[config.mk]
export PLATFORM = sky130hd
export DESIGN_NAME = conn_test_agent_flat
export DESIGN_NICKNAME = d
export VERILOG_FILES = /design/src/hdl/conn_test_pkg.sv /design/src/hdl/conn_test_if.sv /design/src/hdl/conn_test_agent.sv /design/src/flat_wrapper.sv
export VERILOG_INCLUDE_DIRS = /design/src /design/src/hdl
export SDC_FILE = /design/constraint.sdc
export NUM_CORES = 1
export LEC_CHECK = 0
export BUFFER_PORTS_ARGS = -buffer_cell sky130_fd_sc_hd__buf_2
export CAP_MARGIN = 15
export CORE_MARGIN = 2
export CORE_UTILIZATION = 31
export CTS_BUF_LIST = sky130_fd_sc_hd__clkbuf_4 sky130_fd_sc_hd__clkbuf_8
export DETAILED_ROUTE_END_ITERATION = 16
export GPL_ROUTABILITY_DRIVEN = 0
export SLEW_MARGIN = 25
export SYNTH_ARGS = -nofsm -noshare
export SYNTH_HDL_FRONTEND = slang
export SYNTH_SLANG_ARGS = --single-unit
[constraint.sdc]
create_clock -name core_clk_in -period 2.1 [get_ports core_clk_in]
set_clock_uncertainty 0.2 [all_clocks]
set_input_delay 0 -clock core_clk_in [delete_from_list [all_inputs] [get_ports core_clk_in]]
set_output_delay 0 -clock core_clk_in [all_outputs]
set_load 0.005 [all_outputs]
[src/hdl/conn_test_map.svh]
// Constants for the pin continuity check logic
`ifndef CONN_TEST_MAP_SVH
`define CONN_TEST_MAP_SVH
`define CT_MINTERM_COUNT 10
`define CT_DQ_WIDTH 16
`define CT_PERIOD_NS 100
`define CT_CLOCK_INPUT_ENABLE_NS 100
`define CT_REMAINING_INPUT_ENABLE_NS 200
`define CT_INPUT_OUTPUT_VALIDITY_NS 100
`define CT_CLOCK_INPUT_ENABLE_CYC \
	((`CT_CLOCK_INPUT_ENABLE_NS + `CT_PERIOD_NS - 1) / `CT_PERIOD_NS)
`define CT_REMAINING_INPUT_ENABLE_CYC \
	((`CT_REMAINING_INPUT_ENABLE_NS + `CT_PERIOD_NS - 1) / `CT_PERIOD_NS)
`define CT_INPUT_OUTPUT_VALIDITY_CYC \
	((`CT_INPUT_OUTPUT_VALIDITY_NS + `CT_PERIOD_NS - 1) / `CT_PERIOD_NS)
`define CT_VREF_HALF 8'h80
`endif

[src/hdl/conn_test_pkg.sv]
// Types shared by both ends of the continuity check link
`include "conn_test_map.svh"
package conn_test_pkg;
	typedef logic [`CT_DQ_WIDTH-1:0] dq_word_t;
	typedef enum logic {width_x8, width_x16} dev_width_t;
	typedef enum {agent_idle, agent_enter, agent_settle, agent_sample,
		agent_done} agent_state_t;
endpackage

[src/hdl/conn_test_if.sv]
// Pin-level carrier between tester and memory continuity logic
`timescale 1ns/1ps
interface conn_test_if;
	logic interconnect_check_enable_pin;
	logic cs_b;
	logic reset_b;
	logic [1:0] ba;
	logic [1:0] bg;
	logic [17:0] addr;
	logic cas_b;
	logic ras_b;
	logic we_b;
	logic cke;
	logic act_b;
	logic odt;
	logic ck_t;
	logic ck_c;
	logic par;
	logic alert_b;
	logic upper_byte_mask;
	logic lower_byte_mask;
	logic [15:0] dq_o;
	logic [15:0] dq_oe;
	logic [1:0] dqs_t_o;
	logic [1:0] dqs_c_o;
	logic dqs_oe;
	modport device (
		input interconnect_check_enable_pin, cs_b, reset_b, ba, bg, addr,
		input cas_b, ras_b, we_b, cke, act_b, odt, ck_t, ck_c, par,
		input alert_b, upper_byte_mask, lower_byte_mask,
		output dq_o, dq_oe, dqs_t_o, dqs_c_o, dqs_oe
	);
	modport agent (
		output interconnect_check_enable_pin, cs_b, reset_b, ba, bg, addr,
		output cas_b, ras_b, we_b, cke, act_b, odt, ck_t, ck_c, par,
		output alert_b, upper_byte_mask, lower_byte_mask,
		input dq_o, dq_oe, dqs_t_o, dqs_c_o, dqs_oe
	);
endinterface

[src/hdl/conn_test_agent.sv]
// Tester-side end: drives patterns, waits, captures results
`timescale 1ns/1ps
`include "conn_test_map.svh"
module conn_test_agent
	import conn_test_pkg::*;
#(
	parameter int CLK_EN_CYC = `CT_CLOCK_INPUT_ENABLE_CYC,
	parameter int ENABLE_CYC = `CT_REMAINING_INPUT_ENABLE_CYC,
	parameter int VALID_CYC = `CT_INPUT_OUTPUT_VALIDITY_CYC
)
(
	input wire logic core_clk_in,
	input wire logic rst_b_in,
	input wire logic clk_en_in,
	conn_test_if.agent pins,
	input wire logic start_in,
	input wire logic stop_in,
	input wire logic [31:0] pattern_in,
	output logic busy_out,
	output logic result_valid_out,
	output logic [15:0] result_dq_out,
	output logic [1:0] result_dqs_out,
	output logic device_reset_req_out
);
	agent_state_t state_q;
	logic [7:0] count_q;
	logic [31:0] pat_q;
	logic [15:0] dq_s1_q;
	logic [15:0] dq_s2_q;
	logic [1:0] dqs_s1_q;
	logic [1:0] dqs_s2_q;
	logic [15:0] res_q;
	logic [1:0] res_dqs_q;
	logic valid_q;
	logic rst_req_q;
	logic en_q;
	logic cs_b_q;

	////////////////////////////////////////////////////////////////////////
	// Results come from another device: two flops before use
	always_ff @(posedge core_clk_in or negedge rst_b_in)
	begin
		if (!rst_b_in)
		begin
			dq_s1_q <= 16'h0000;
			dq_s2_q <= 16'h0000;
			dqs_s1_q <= 2'h0;
			dqs_s2_q <= 2'h0;
		end
		else if (clk_en_in)
		begin
			dq_s1_q <= pins.dq_o;
			dq_s2_q <= dq_s1_q;
			dqs_s1_q <= pins.dqs_t_o;
			dqs_s2_q <= dqs_s1_q;
		end
	end

	////////////////////////////////////////////////////////////////////////
	// Sequencer; pattern updates extend the settle wait by two sync flops
	always_ff @(posedge core_clk_in or negedge rst_b_in)
	begin
		if (!rst_b_in)
		begin
			state_q <= agent_idle;
			count_q <= 8'h00;
			pat_q <= 32'h0000_0000;
			en_q <= 1'b0;
			cs_b_q <= 1'b1;
			valid_q <= 1'b0;
			res_q <= 16'h0000;
			res_dqs_q <= 2'h0;
			rst_req_q <= 1'b0;
		end
		else if (clk_en_in)
		begin
			valid_q <= 1'b0;
			case (state_q)
				agent_idle:
				begin
					rst_req_q <= 1'b0;
					if (start_in)
					begin
						en_q <= 1'b1;
						cs_b_q <= 1'b1;
						pat_q <= pattern_in;
						count_q <= 8'(CLK_EN_CYC + ENABLE_CYC);
						state_q <= agent_enter;
					end
				end
				agent_enter:
				begin
					if (count_q == 8'h00)
					begin
						cs_b_q <= 1'b0;
						count_q <= 8'(VALID_CYC + 2);
						state_q <= agent_settle;
					end
					else
						count_q <= count_q - 8'h01;
				end
				agent_settle:
				begin
					if (count_q == 8'h00)
						state_q <= agent_sample;
					else
						count_q <= count_q - 8'h01;
				end
				agent_sample:
				begin
					res_q <= dq_s2_q;
					res_dqs_q <= dqs_s2_q;
					valid_q <= 1'b1;
					state_q <= agent_done;
				end
				agent_done:
				begin
					if (stop_in)
					begin
						en_q <= 1'b0;
						cs_b_q <= 1'b1;
						rst_req_q <= 1'b1;
						state_q <= agent_idle;
					end
					else if (start_in)
					begin
						pat_q <= pattern_in;
						count_q <= 8'(VALID_CYC + 2);
						state_q <= agent_settle;
					end
				end
				default:
					state_q <= agent_idle;
			endcase
		end
	end

	////////////////////////////////////////////////////////////////////////
	// Pin drive; reset held high, CK_c locked to complement of CK_t
	assign pins.interconnect_check_enable_pin = en_q;
	assign pins.cs_b = cs_b_q;
	assign pins.reset_b = 1'b1;
	// CKE stays high until chip select opens the sampling window
	assign pins.cke = cs_b_q ? 1'b1 : pat_q[0];
	assign pins.ck_t = pat_q[1];
	assign pins.ck_c = ~pat_q[1];
	assign pins.addr = pat_q[19:2];
	assign pins.ba = pat_q[21:20];
	assign pins.bg = pat_q[23:22];
	assign pins.cas_b = pat_q[24];
	assign pins.ras_b = pat_q[25];
	assign pins.we_b = pat_q[26];
	assign pins.act_b = pat_q[27];
	assign pins.odt = pat_q[28];
	assign pins.par = pat_q[29];
	assign pins.alert_b = pat_q[30];
	assign pins.upper_byte_mask = pat_q[31];
	assign pins.lower_byte_mask = pat_q[0] ^ pat_q[31];

	assign busy_out = (state_q != agent_idle) && (state_q != agent_done);
	assign result_valid_out = valid_q;
	assign result_dq_out = res_q;
	assign result_dqs_out = res_dqs_q;
	assign device_reset_req_out = rst_req_q;
endmodule

[src/flat_wrapper.sv]
// flat-port wrapper written by rule: the top's interface ports become plain ports
module conn_test_agent_flat import conn_test_pkg::*;
#(
	parameter int CLK_EN_CYC = `CT_CLOCK_INPUT_ENABLE_CYC,
	parameter int ENABLE_CYC = `CT_REMAINING_INPUT_ENABLE_CYC,
	parameter int VALID_CYC = `CT_INPUT_OUTPUT_VALIDITY_CYC
)
  (core_clk_in, rst_b_in, clk_en_in, start_in, stop_in, pattern_in, busy_out, result_valid_out, result_dq_out, result_dqs_out, device_reset_req_out, pins_interconnect_check_enable_pin, pins_cs_b, pins_reset_b, pins_ba, pins_bg, pins_addr, pins_cas_b, pins_ras_b, pins_we_b, pins_cke, pins_act_b, pins_odt, pins_ck_t, pins_ck_c, pins_par, pins_alert_b, pins_upper_byte_mask, pins_lower_byte_mask, pins_dq_o, pins_dq_oe, pins_dqs_t_o, pins_dqs_c_o, pins_dqs_oe);
  conn_test_if pins_i ();
  input wire logic core_clk_in;
  input wire logic rst_b_in;
  input wire logic clk_en_in;
  input wire logic start_in;
  input wire logic stop_in;
  input wire logic [31:0] pattern_in;
  output logic busy_out;
  output logic result_valid_out;
  output logic [15:0] result_dq_out;
  output logic [1:0] result_dqs_out;
  output logic device_reset_req_out;
  output wire logic [$bits(pins_i.interconnect_check_enable_pin)-1:0] pins_interconnect_check_enable_pin;
  output wire logic [$bits(pins_i.cs_b)-1:0] pins_cs_b;
  output wire logic [$bits(pins_i.reset_b)-1:0] pins_reset_b;
  output wire logic [$bits(pins_i.ba)-1:0] pins_ba;
  output wire logic [$bits(pins_i.bg)-1:0] pins_bg;
  output wire logic [$bits(pins_i.addr)-1:0] pins_addr;
  output wire logic [$bits(pins_i.cas_b)-1:0] pins_cas_b;
  output wire logic [$bits(pins_i.ras_b)-1:0] pins_ras_b;
  output wire logic [$bits(pins_i.we_b)-1:0] pins_we_b;
  output wire logic [$bits(pins_i.cke)-1:0] pins_cke;
  output wire logic [$bits(pins_i.act_b)-1:0] pins_act_b;
  output wire logic [$bits(pins_i.odt)-1:0] pins_odt;
  output wire logic [$bits(pins_i.ck_t)-1:0] pins_ck_t;
  output wire logic [$bits(pins_i.ck_c)-1:0] pins_ck_c;
  output wire logic [$bits(pins_i.par)-1:0] pins_par;
  output wire logic [$bits(pins_i.alert_b)-1:0] pins_alert_b;
  output wire logic [$bits(pins_i.upper_byte_mask)-1:0] pins_upper_byte_mask;
  output wire logic [$bits(pins_i.lower_byte_mask)-1:0] pins_lower_byte_mask;
  input wire logic [$bits(pins_i.dq_o)-1:0] pins_dq_o;
  input wire logic [$bits(pins_i.dq_oe)-1:0] pins_dq_oe;
  input wire logic [$bits(pins_i.dqs_t_o)-1:0] pins_dqs_t_o;
  input wire logic [$bits(pins_i.dqs_c_o)-1:0] pins_dqs_c_o;
  input wire logic [$bits(pins_i.dqs_oe)-1:0] pins_dqs_oe;
  assign pins_interconnect_check_enable_pin = pins_i.interconnect_check_enable_pin;
  assign pins_cs_b = pins_i.cs_b;
  assign pins_reset_b = pins_i.reset_b;
  assign pins_ba = pins_i.ba;
  assign pins_bg = pins_i.bg;
  assign pins_addr = pins_i.addr;
  assign pins_cas_b = pins_i.cas_b;
  assign pins_ras_b = pins_i.ras_b;
  assign pins_we_b = pins_i.we_b;
  assign pins_cke = pins_i.cke;
  assign pins_act_b = pins_i.act_b;
  assign pins_odt = pins_i.odt;
  assign pins_ck_t = pins_i.ck_t;
  assign pins_ck_c = pins_i.ck_c;
  assign pins_par = pins_i.par;
  assign pins_alert_b = pins_i.alert_b;
  assign pins_upper_byte_mask = pins_i.upper_byte_mask;
  assign pins_lower_byte_mask = pins_i.lower_byte_mask;
  assign pins_i.dq_o = pins_dq_o;
  assign pins_i.dq_oe = pins_dq_oe;
  assign pins_i.dqs_t_o = pins_dqs_t_o;
  assign pins_i.dqs_c_o = pins_dqs_c_o;
  assign pins_i.dqs_oe = pins_dqs_oe;
  conn_test_agent #(.CLK_EN_CYC(CLK_EN_CYC), .ENABLE_CYC(ENABLE_CYC), .VALID_CYC(VALID_CYC)) u_core (.core_clk_in(core_clk_in), .rst_b_in(rst_b_in), .clk_en_in(clk_en_in), .pins(pins_i), .start_in(start_in), .stop_in(stop_in), .pattern_in(pattern_in), .busy_out(busy_out), .result_valid_out(result_valid_out), .result_dq_out(result_dq_out), .result_dqs_out(result_dqs_out), .device_reset_req_out(device_reset_req_out));
endmodule
==> impl_metrics.csv, run 1 <==
group,metric,value,unit
timing,setup-violations-final,0,
critical_path,cp-start-kind,"flop",
worst_hold_path,hold_path_class,"in2reg",
detailed_routing,via_count,2991,
final_layout,instances_no_fill,656,
critical_path,cpPeakStageDelay,530,ps
detailed_routing,dr.first_iter.drc_count,112,
detailed_routing,avgViaCountPerCell,4.56,
grt,grt_use_total,0.125,
timing,hold_slack,179,ps
floorplan,fp.dieArea,14700,sq um
final_layout,syn_to_final_growth,38.2,%
logic_synthesis,synth_largest_area_cell,"dfrtp_1",
timing,rsz0062_at_grt,"true",
detailed_routing,drc,0,
critical_path,crit_arrival,2180,ps
final_layout,regArea,2530,sq um
final_layout,n_fill_cell,1217,
place,placed_cell_area,4970,sq um
critical_path,crit_type,"reg2reg",
clock_network,path_clk_slew,100,ps
clock_network,cts-buffers-inserted,9,
logic_synthesis,yosysUniqueCellTypes,41,
grt,first_global_vias,3075,
grt,grt_pass1_wl,14.4,mm
detailed_routing,ant_nets,0,
logic_synthesis,async_flop_share,1.00,
critical_path,cp_slowest_cell,"or4_1",
logic_synthesis,syn_nets,386,
grt,antenna_found_initial,0,
clock_network,htreeDepth,3,
critical_path,worstPathRequired,2210,ps
clock_network,insertion_delay,380,ps
detailed_routing,dr.pass1.iters,4,
final_layout,fin_nets,551,
timing,drv_slew,0,
detailed_routing,wirelength,8.83,mm
floorplan,fp.dieW,121,microns
timing,worst_pin_slew,630,ps
run_status,status,"complete, no violations",
final_layout,final_common_cell,"buf_2",
flow_run,max_cap_violations,0,
logic_synthesis,syn_area_per_cell,13.7,sq um
critical_path,endpoint_kind,"flop",
final_layout,fin_area,5870,sq um
logic_synthesis,yosys-top-cells-area,"dfrtp_1 59%, mux2_2 23%, buf_4 4.1%, a21oi_1 1.5%, inv_1 0.79%",
timing,finalHoldViolCount,0,
final_layout,multi_input_area,1560,sq um
grt,grt_overflow_total,0,
timing,fin_crit_sh,0.983,
critical_path,critical_path.max_fanout,5,
critical_path,worstPathCellList,"or3b_4 > a21oi_4 > o211ai_4 > or4_1 > a21oi_1",
detailed_routing,wl_per_cell,13.5,microns
grt,grt_max_degree,51,
clock_network,clockBufferDepth,2,
floorplan,start_util,0.320,
timing,period_needed,2060,ps
floorplan,die_height,121,microns
logic_synthesis,synth-warning-count,0,
place,dp_cells,580,
floorplan,rows,42,
pwr,leakagePower,2.69,nW
logic_synthesis,synth_edf_count,0,
pwr,ir_drop,0.681,mV
pwr,total_power,6.80,mW
place,hpwl,5.71,mm
logic_synthesis,ys_ff_latch,101,
logic_synthesis,yosysSeqAreaShare,0.595,
logic_synthesis,synth_top_area_frac,0.589,
final_layout,antenna-diode-count,0,
final_layout,mostFrequentLayoutCells,"110 x buf_2, 100 x dfrtp_1, 86 x mux2_2, 57 x dlygate4sd3_1, 19 x buf_4",
floorplan,ioPinCount,132,
floorplan,core-area,13300,sq um
critical_path,reg2reg_depth,5,
clock_network,root_buffer,"clkbuf_8",
logic_synthesis,syn_area,4250,sq um
timing,slew_headroom,0.580,
clock_network,cts_tree,"yes",
place,port_buffers,111,
timing,max_freq,484,MHz
logic_synthesis,ys.flop_type,"dfrtp_1",
logic_synthesis,synthCells,310,
final_layout,drive_above_1_share,0.527,
clock_network,cts_num_sinks,101,
worst_hold_path,holdPathStages,3,
pwr,p_per_area,1160,nW/um^2
-- critical path: cells and delay by family (launching register included) --
kind / cells / cell delay, ps
simple gates: 2 / 920
flops: 1 / 390
compound gates: 3 / 490
-- per-layer routing --
layer,vias up,GRT usage,part of all wire
met4,0,0.0531,0.020
met1,1474,0.136,0.39
met2,102,0.210,0.50
met5,-,0,0
met3,17,0.0573,0.086
li1,1398,-,-
-- through the flow --
step / setup slack (ps) / util / setup TNS [ps]
after floorplan: 99.5 / - / 0
after global placement: -1.38 / 0.374 / -1.38
after detailed placement: -56.1 / 0.374 / -161
after CTS: 21.5 / 0.434 / 0
after global routing: -59.0 / 0.442 / -166
final: 35.9 / 0.442 / 0
-- power breakdown --
group | leakage (nW) | switching [mW] | internal, mW
sequential | 1.21 | 0.372 | 2.63
combinational | 1.38 | 1.07 | 1.43
clock | 0.106 | 0.709 | 0.604
-- timing repair --
action | 4_1_cts | 5_1_grt
setup buffers | 2 | 0
hold endpoints to repair | 163 | 0
endpoints found under the setup margin | 5 | 27
gates cloned | 0 | 1
pin swaps | 2 | 8
gates resized for setup | 1 | 17
hold buffers | 57 | 0
-- final cells by class --
type	instances	area share
Clock buffer	10	0.0234
Clock inverter	6	0.0128
Multi-Input combinational cell	165	0.266
Tap cell	176	0.0375
Inverter	9	0.00575
Timing Repair Buffer	189	0.224
Sequential cell	101	0.431
-- Yosys cell counts (3+ instances only) --
library cell	number
a21o_1	3
a21oi_1	13
buf_1	4
buf_2	5
buf_4	23
clkbuf_1	4
dfrtp_1	100
inv_1	9
mux2_2	86
nand2_1	4
nand3_1	3
nor2_1	6
nor3_1	3
o21ai_0	5
o31ai_1	4
or3_1	3
or4_1	4
-- path summary, 6_finish.rpt --
| kind | startpoint | end | slack (ps) |
|---|---|---|---|
| max | u_core.state_q[1]$_DFFE_PN0P_ | u_core.count_q[5]$_DFFE_PN0P_ | 40 |
| min | pins_dq_o[13] | u_core.dq_s1_q[13]$_DFFE_PN0P_ | 180 |
| max reg2reg | u_core.state_q[1]$_DFFE_PN0P_ | u_core.count_q[5]$_DFFE_PN0P_ | 40 |
| min reg2reg | u_core.pat_q[9]$_DFFE_PN0P_ | u_core.pat_q[9]$_DFFE_PN0P_ | 300 |
| max in group asynchronous | rst_b_in | u_core.pat_q[11]$_DFFE_PN0P_ | 530 |
| min in group asynchronous | rst_b_in | u_core.dq_s1_q[1]$_DFFE_PN0P_ | 530 |
-- logic make-up (layout without fill, tap and decap cells) --
logic type,count (synthesis),count (layout),synth area share
simple gates,42,42,0.0583
fa+ha+maj,2,2,0.00589
xor+xnor,1,1,0.00206
other cells,1,1,0.000882
flops,101,101,0.595
compound gates,32,33,0.0486
buf+inv,45,214,0.0615
mux,86,86,0.228
-- flip-flops by register name, indices dropped and copies added, names as in the netlist --
name                                       flops
u_core.device_reset_req_out                    1
u_core.dqs_s1_q                                2
u_core.dq_s2_q                                16
u_core.pins.interconnect_check_enable_pin      1
u_core.state_q                                 3
u_core.pins.cs_b                               1
u_core.result_valid_out                        1
u_core.result_dqs_out                          2
u_core.pat_q                                  32
u_core.dq_s1_q                                16
u_core.count_q                                 8
u_core.dqs_s2_q                                2
u_core.result_dq_out                          16
(Power assumes the default switching activity.)
==> run 2, diff against run 1 <==
--- a/config.mk
+++ b/config.mk
@@ -8,11 +8,14 @@
 export LEC_CHECK = 0
 export BUFFER_PORTS_ARGS = -buffer_cell sky130_fd_sc_hd__buf_2
 export CAP_MARGIN = 15
+export CELL_PAD_IN_SITES_DETAIL_PLACEMENT = 1
+export CELL_PAD_IN_SITES_GLOBAL_PLACEMENT = 2
 export CORE_MARGIN = 2
 export CORE_UTILIZATION = 31
 export CTS_BUF_LIST = sky130_fd_sc_hd__clkbuf_4 sky130_fd_sc_hd__clkbuf_8
 export DETAILED_ROUTE_END_ITERATION = 16
 export GPL_ROUTABILITY_DRIVEN = 0
+export PLACE_DENSITY_LB_ADDON = 0.1
 export SLEW_MARGIN = 25
 export SYNTH_ARGS = -nofsm -noshare
 export SYNTH_HDL_FRONTEND = slang
==> constraint.sdc (replaced) <==
create_clock -name core_clk_in -period 1.7 [get_ports core_clk_in]
set_clock_uncertainty 0.2 [all_clocks]
set_input_delay 0 -clock core_clk_in [delete_from_list [all_inputs] [get_ports core_clk_in]]
set_output_delay 0 -clock core_clk_in [all_outputs]
set_load 0.005 [all_outputs]
==> impl_metrics.csv, run 2 (same netlist as run 1, synthesis figures left out) <==
group,metric,value,unit
detailed_routing,wirelength,10.3,mm
floorplan,die_height,121,microns
final_layout,antenna-diode-count,0,
critical_path,r2r-start,"u_core.state_q[1]$_DFFE_PN0P_",
grt,grt_max_degree,38,
floorplan,core-area,13300,sq um
final_layout,fin_area,6300,sq um
grt,grt_use_total,0.147,
place,port_buffers,111,
timing,rsz0062_at_grt,"true",
timing,slew_headroom,0.662,
final_layout,syn_to_final_growth,48.1,%
final_layout,fin_util,0.474,
final_layout,regMostFlops,"u_core.pat_q",
final_layout,mostFrequentLayoutCells,"110 x buf_2, 100 x dfrtp_1, 83 x mux2_2, 55 x dlygate4sd3_1, 33 x buf_4",
clock_network,cts_tree,"yes",
floorplan,fp.dieArea,14700,sq um
final_layout,n_fill_cell,1404,
floorplan,ioPinCount,132,
detailed_routing,via_count,3130,
floorplan,rows,42,
final_layout,drive_above_1_share,0.574,
detailed_routing,dr.first_iter.drc_count,48,
grt,grt_overflow_total,0,
timing,worst_pin_slew,507,ps
place,hpwl,6.35,mm
timing,fin_setup_tns,-9040,ps
timing,setup-violations-final,62,
timing,hold_slack,152,ps
clock_network,root_buffer,"clkbuf_8",
grt,first_global_vias,3264,
worst_hold_path,worstHoldStart,"start_in",
pwr,leakagePower,2.93,nW
detailed_routing,wl_per_cell,15.1,microns
critical_path,r2r_slack,-290,ps
run_status,status,"complete, but fails checks",
detailed_routing,drc,0,
detailed_routing,ant_nets,0,
final_layout,final_common_cell,"buf_2",
final_layout,fin_nets,578,
critical_path,cp-start-kind,"flop",
pwr,ir_drop,0.479,mV
timing,period_needed,1990,ps
grt,grt_pass1_wl,16.6,mm
critical_path,critical_path.max_fanout,10,
clock_network,path_clk_slew,100,ps
clock_network,cts_num_sinks,101,
timing,fin_crit_sh,1.17,
clock_network,insertion_delay,380,ps
detailed_routing,dr.pass1.iters,4,
critical_path,endpoint_kind,"flop",
critical_path,crit_type,"reg2reg",
final_layout,largest_register_ffs,32,
critical_path,worstPathRequired,1810,ps
timing,finalHoldViolCount,0,
grt,antenna_found_initial,0,
place,placed_cell_area,5120,sq um
pwr,p_per_area,1460,nW/um^2
run_status,violations,"negative setup slack",
flow_run,max_cap_violations,0,
timing,setup_slack,-295,ps
floorplan,fp.dieW,121,microns
clock_network,cts-buffers-inserted,9,
clock_network,htreeDepth,3,
worst_hold_path,hold_path_class,"in2reg",
timing,max_freq,501,MHz
critical_path,crit_arrival,2100,ps
floorplan,start_util,0.320,
timing,drv_slew,0,
detailed_routing,avgViaCountPerCell,4.58,
clock_network,clockBufferDepth,2,
critical_path,startpoint,"u_core.state_q[1]$_DFFE_PN0P_",
==> run 2: worst max-delay path, cell delays in order, from the launching register on <==
cell and delay (ps):
dfrtp_1 380, or3b_1 360, a21oi_2 200, o211ai_4 140
or4_1 490, a21oi_1 150
==> run 2: what timing repair did <==
item	4_1_cts	5_1_grt
setup endpoints to repair	62	66
setup buffers	12	4
pin swaps	5	8
cloned	5	0
hold buffers	55	0
resized for setup	23	23
endpoints found under the hold margin	164	0
==> run 2: power by group <==
| group | switching (mW) | total (mW) | internal (mW) |
|---|---|---|---|
| logic | 1.52 | 3.72 | 2.20 |
| registers | 0.458 | 3.70 | 3.24 |
| clock network | 0.894 | 1.75 | 0.854 |
==> run 2: final timing paths <==
kind,to,cells after the start
setup / recovery,u_core.count_q[7]$_DFFE_PN0P_,5
hold / removal,u_core.pat_q[29]$_DFFE_PN0P_,6
min in group asynchronous,u_core.pat_q[2]$_DFFE_PN0P_,3
hold reg to reg,u_core.pat_q[4]$_DFFE_PN0P_,1
setup reg to reg,u_core.count_q[7]$_DFFE_PN0P_,5
max in group asynchronous,u_core.result_dq_out[11]$_DFFE_PN0P_,4
==> run 2: cell type report <==
class / instances / area (sq um) / share of cell area
multi-input combinational: 164 / 1600 / 0.254
timing repair buffer: 217 / 1680 / 0.267
clock inverter: 7 / 106 / 0.0169
inverter: 9 / 36.3 / 0.00576
sequential: 101 / 2530 / 0.402
tap: 176 / 220 / 0.0350
clock buffer: 9 / 124 / 0.0197
==> run 2: layer usage <==
| layer | track usage | share of wire |
|---|---|---|
| met1 | 0.179 | 0.42 |
| met2 | 0.249 | 0.51 |
| met3 | 0.0348 | 0.053 |
| met4 | 0.0589 | 0.013 |
| met5 | 0 | 0 |
==> run 2: per-stage QoR <==
stage / power [mW] / std cells / setup WS (ps)
5_1_grt: 9.86 / 683 / -390
3_3_place_gp: 6.78 / 593 / -300
3_5_place_dp: 6.86 / 593 / -312
6_report: 9.17 / 683 / -295
4_1_cts: 9.14 / 681 / -304
2_1_floorplan: 5.60 / 310 / -219
==> run 3, diff against run 2 <==
--- a/config.mk
+++ b/config.mk
@@ -6,7 +6,7 @@
 export SDC_FILE = /design/constraint.sdc
 export NUM_CORES = 1
 export LEC_CHECK = 0
-export BUFFER_PORTS_ARGS = -buffer_cell sky130_fd_sc_hd__buf_2
+export BUFFER_PORTS_ARGS = -buffer_cell sky130_fd_sc_hd__buf_4
 export CAP_MARGIN = 15
 export CELL_PAD_IN_SITES_DETAIL_PLACEMENT = 1
 export CELL_PAD_IN_SITES_GLOBAL_PLACEMENT = 2
@@ -15,7 +15,7 @@
 export CTS_BUF_LIST = sky130_fd_sc_hd__clkbuf_4 sky130_fd_sc_hd__clkbuf_8
 export DETAILED_ROUTE_END_ITERATION = 16
 export GPL_ROUTABILITY_DRIVEN = 0
-export PLACE_DENSITY_LB_ADDON = 0.1
+export PLACE_DENSITY = 0.82
 export SLEW_MARGIN = 25
 export SYNTH_ARGS = -nofsm -noshare
 export SYNTH_HDL_FRONTEND = slang
==> impl_metrics.csv, run 3 (same netlist as run 1, synthesis figures left out) <==
group,metric,value,unit
detailed_routing,via_count,3145,
clock_network,cts_num_sinks,101,
final_layout,n_fill_cell,1349,
timing,period_needed,2010,ps
timing,drv_slew,0,
grt,first_global_vias,3507,
flow_run,max_cap_violations,0,
clock_network,path_clk_slew,100,ps
place,hpwl,6.68,mm
critical_path,endpoint_kind,"flop",
grt,grt_pass1_wl,18.1,mm
grt,grt_overflow_total,0,
floorplan,start_util,0.320,
floorplan,core-area,13300,sq um
final_layout,regMostFlops,"u_core.pat_q",
timing,setup-violations-final,43,
pwr,leakagePower,2.97,nW
place,pre_cts_slack,-350,ps
timing,rsz0062_at_grt,"true",
grt,grt_max_degree,41,
run_status,status,"complete, but fails checks",
timing,finalHoldViolCount,0,
grt,antenna_found_initial,0,
final_layout,antenna-diode-count,0,
final_layout,fin_nets,573,
detailed_routing,drc,0,
place,port_buffers,111,
clock_network,insertion_delay,380,ps
run_status,violations,"negative setup slack",
clock_network,clockBufferDepth,2,
timing,setup_slack,-313,ps
clock_network,root_buffer,"clkbuf_8",
critical_path,startpoint,"u_core.count_q[3]$_DFFE_PN0P_",
pwr,p_per_area,1460,nW/um^2
detailed_routing,dr.first_iter.drc_count,88,
clock_network,cts-buffers-inserted,9,
critical_path,r2r_slack,-310,ps
floorplan,fp.dieArea,14700,sq um
detailed_routing,wl_per_cell,16.7,microns
floorplan,die_height,121,microns
worst_hold_path,hold_path_class,"in2reg",
final_layout,largest_register_ffs,32,
critical_path,reg2reg_depth,4,
detailed_routing,dr.pass1.iters,4,
final_layout,final_common_cell,"buf_4",
final_layout,drive_above_1_share,0.580,
timing,fin_crit_sh,1.18,
critical_path,r2r-end,"u_core.count_q[6]$_DFFE_PN0P_",
final_layout,fin_area,6530,sq um
place,placed_cell_area,5370,sq um
floorplan,fp.dieW,121,microns
critical_path,crit_type,"reg2reg",
critical_path,crit_arrival,2120,ps
critical_path,critical_path.max_fanout,4,
final_layout,syn_to_final_growth,53.5,%
pwr,ir_drop,0.660,mV
critical_path,worstPathRequired,1810,ps
detailed_routing,avgViaCountPerCell,4.64,
floorplan,rows,42,
floorplan,ioPinCount,132,
detailed_routing,ant_nets,0,
critical_path,cp-start-kind,"flop",
clock_network,cts_tree,"yes",
detailed_routing,wirelength,11.3,mm
final_layout,mostFrequentLayoutCells,"141 x buf_4, 98 x dfrtp_1, 86 x mux2_2, 55 x dlygate4sd3_1, 11 x clkbuf_8",
timing,max_freq,497,MHz
grt,grt_use_total,0.161,
critical_path,crit_end,"u_core.count_q[6]$_DFFE_PN0P_",
clock_network,htreeDepth,3,
critical_path,r2r-start,"u_core.count_q[3]$_DFFE_PN0P_",
## run 3: worst min path at each step
| stage | startpoint | end | depth (start not counted) | slack (ps) |
|---|---|---|---|---|
| floorplan | rst_b_in | u_core.count_q[0]$_DFFE_PN0P_ | 0 | -500 |
| global placement | rst_b_in | u_core.dq_s1_q[15]$_DFFE_PN0P_ | 1 | -240 |
| detailed placement | rst_b_in | u_core.dq_s2_q[15]$_DFFE_PN0P_ | 1 | -230 |
| CTS | stop_in | u_core.count_q[7]$_DFFE_PN0P_ | 6 | 100 |
| global route | start_in | u_core.pat_q[28]$_DFFE_PN0P_ | 5 | 130 |
| finish | start_in | u_core.pat_q[28]$_DFFE_PN0P_ | 5 | 110 |
## run 3: power by group
part	internal (mW)	switching, mW	total [mW]
logic	2.50	1.58	4.08
clock network	0.779	0.862	1.64
registers	3.25	0.530	3.78
## run 3: worst max-delay path, stage by stage, from the launching register on
cell and delay [ps]:
dfrtp_1 450, or3_1 420, or2_0 230, or4_1 490, a21oi_2 150
## run 3: layout make-up
| type | instances | area, sq um | area share |
|---|---|---|---|
| Sequential cell | 101 | 2530 | 0.388 |
| Multi-Input combinational cell | 165 | 1620 | 0.248 |
| Clock inverter | 5 | 66.3 | 0.0102 |
| Inverter | 9 | 38.8 | 0.00594 |
| Timing Repair Buffer | 211 | 1900 | 0.291 |
| Clock buffer | 11 | 151 | 0.0232 |
| Tap cell | 176 | 220 | 0.0337 |
## run 3: what timing repair did
action,4_1_cts,5_1_grt
pin swaps,7,6
hold endpoints to repair,165,0
buffers inserted,6,6
hold buffers,55,0
gates cloned,5,1
resized for setup,22,20
setup endpoints to repair,61,51
## run 3: per-layer routing
layer  track usage  part of all wire
met1         0.179              0.40
met2         0.287              0.53
met3        0.0371             0.048
met4        0.0792             0.027
met5             0                 0
## run 3: metrics by stage
| stage | hold slack [ps] | cells | util | setup TNS [ps] | power, mW |
|---|---|---|---|---|---|
| 6_report | 113 | 678 | 0.491 | -9020 | 9.50 |
| 3_3_place_gp | -242 | 590 | 0.404 | -6660 | 7.08 |
| 3_5_place_dp | -232 | 590 | 0.404 | -7490 | 7.24 |
| 5_1_grt | 129 | 678 | 0.491 | -11610 | 10.1 |
| 2_1_floorplan | -496 | 310 | - | -3890 | 5.60 |
| 4_1_cts | 97.1 | 672 | 0.481 | -9850 | 9.39 |
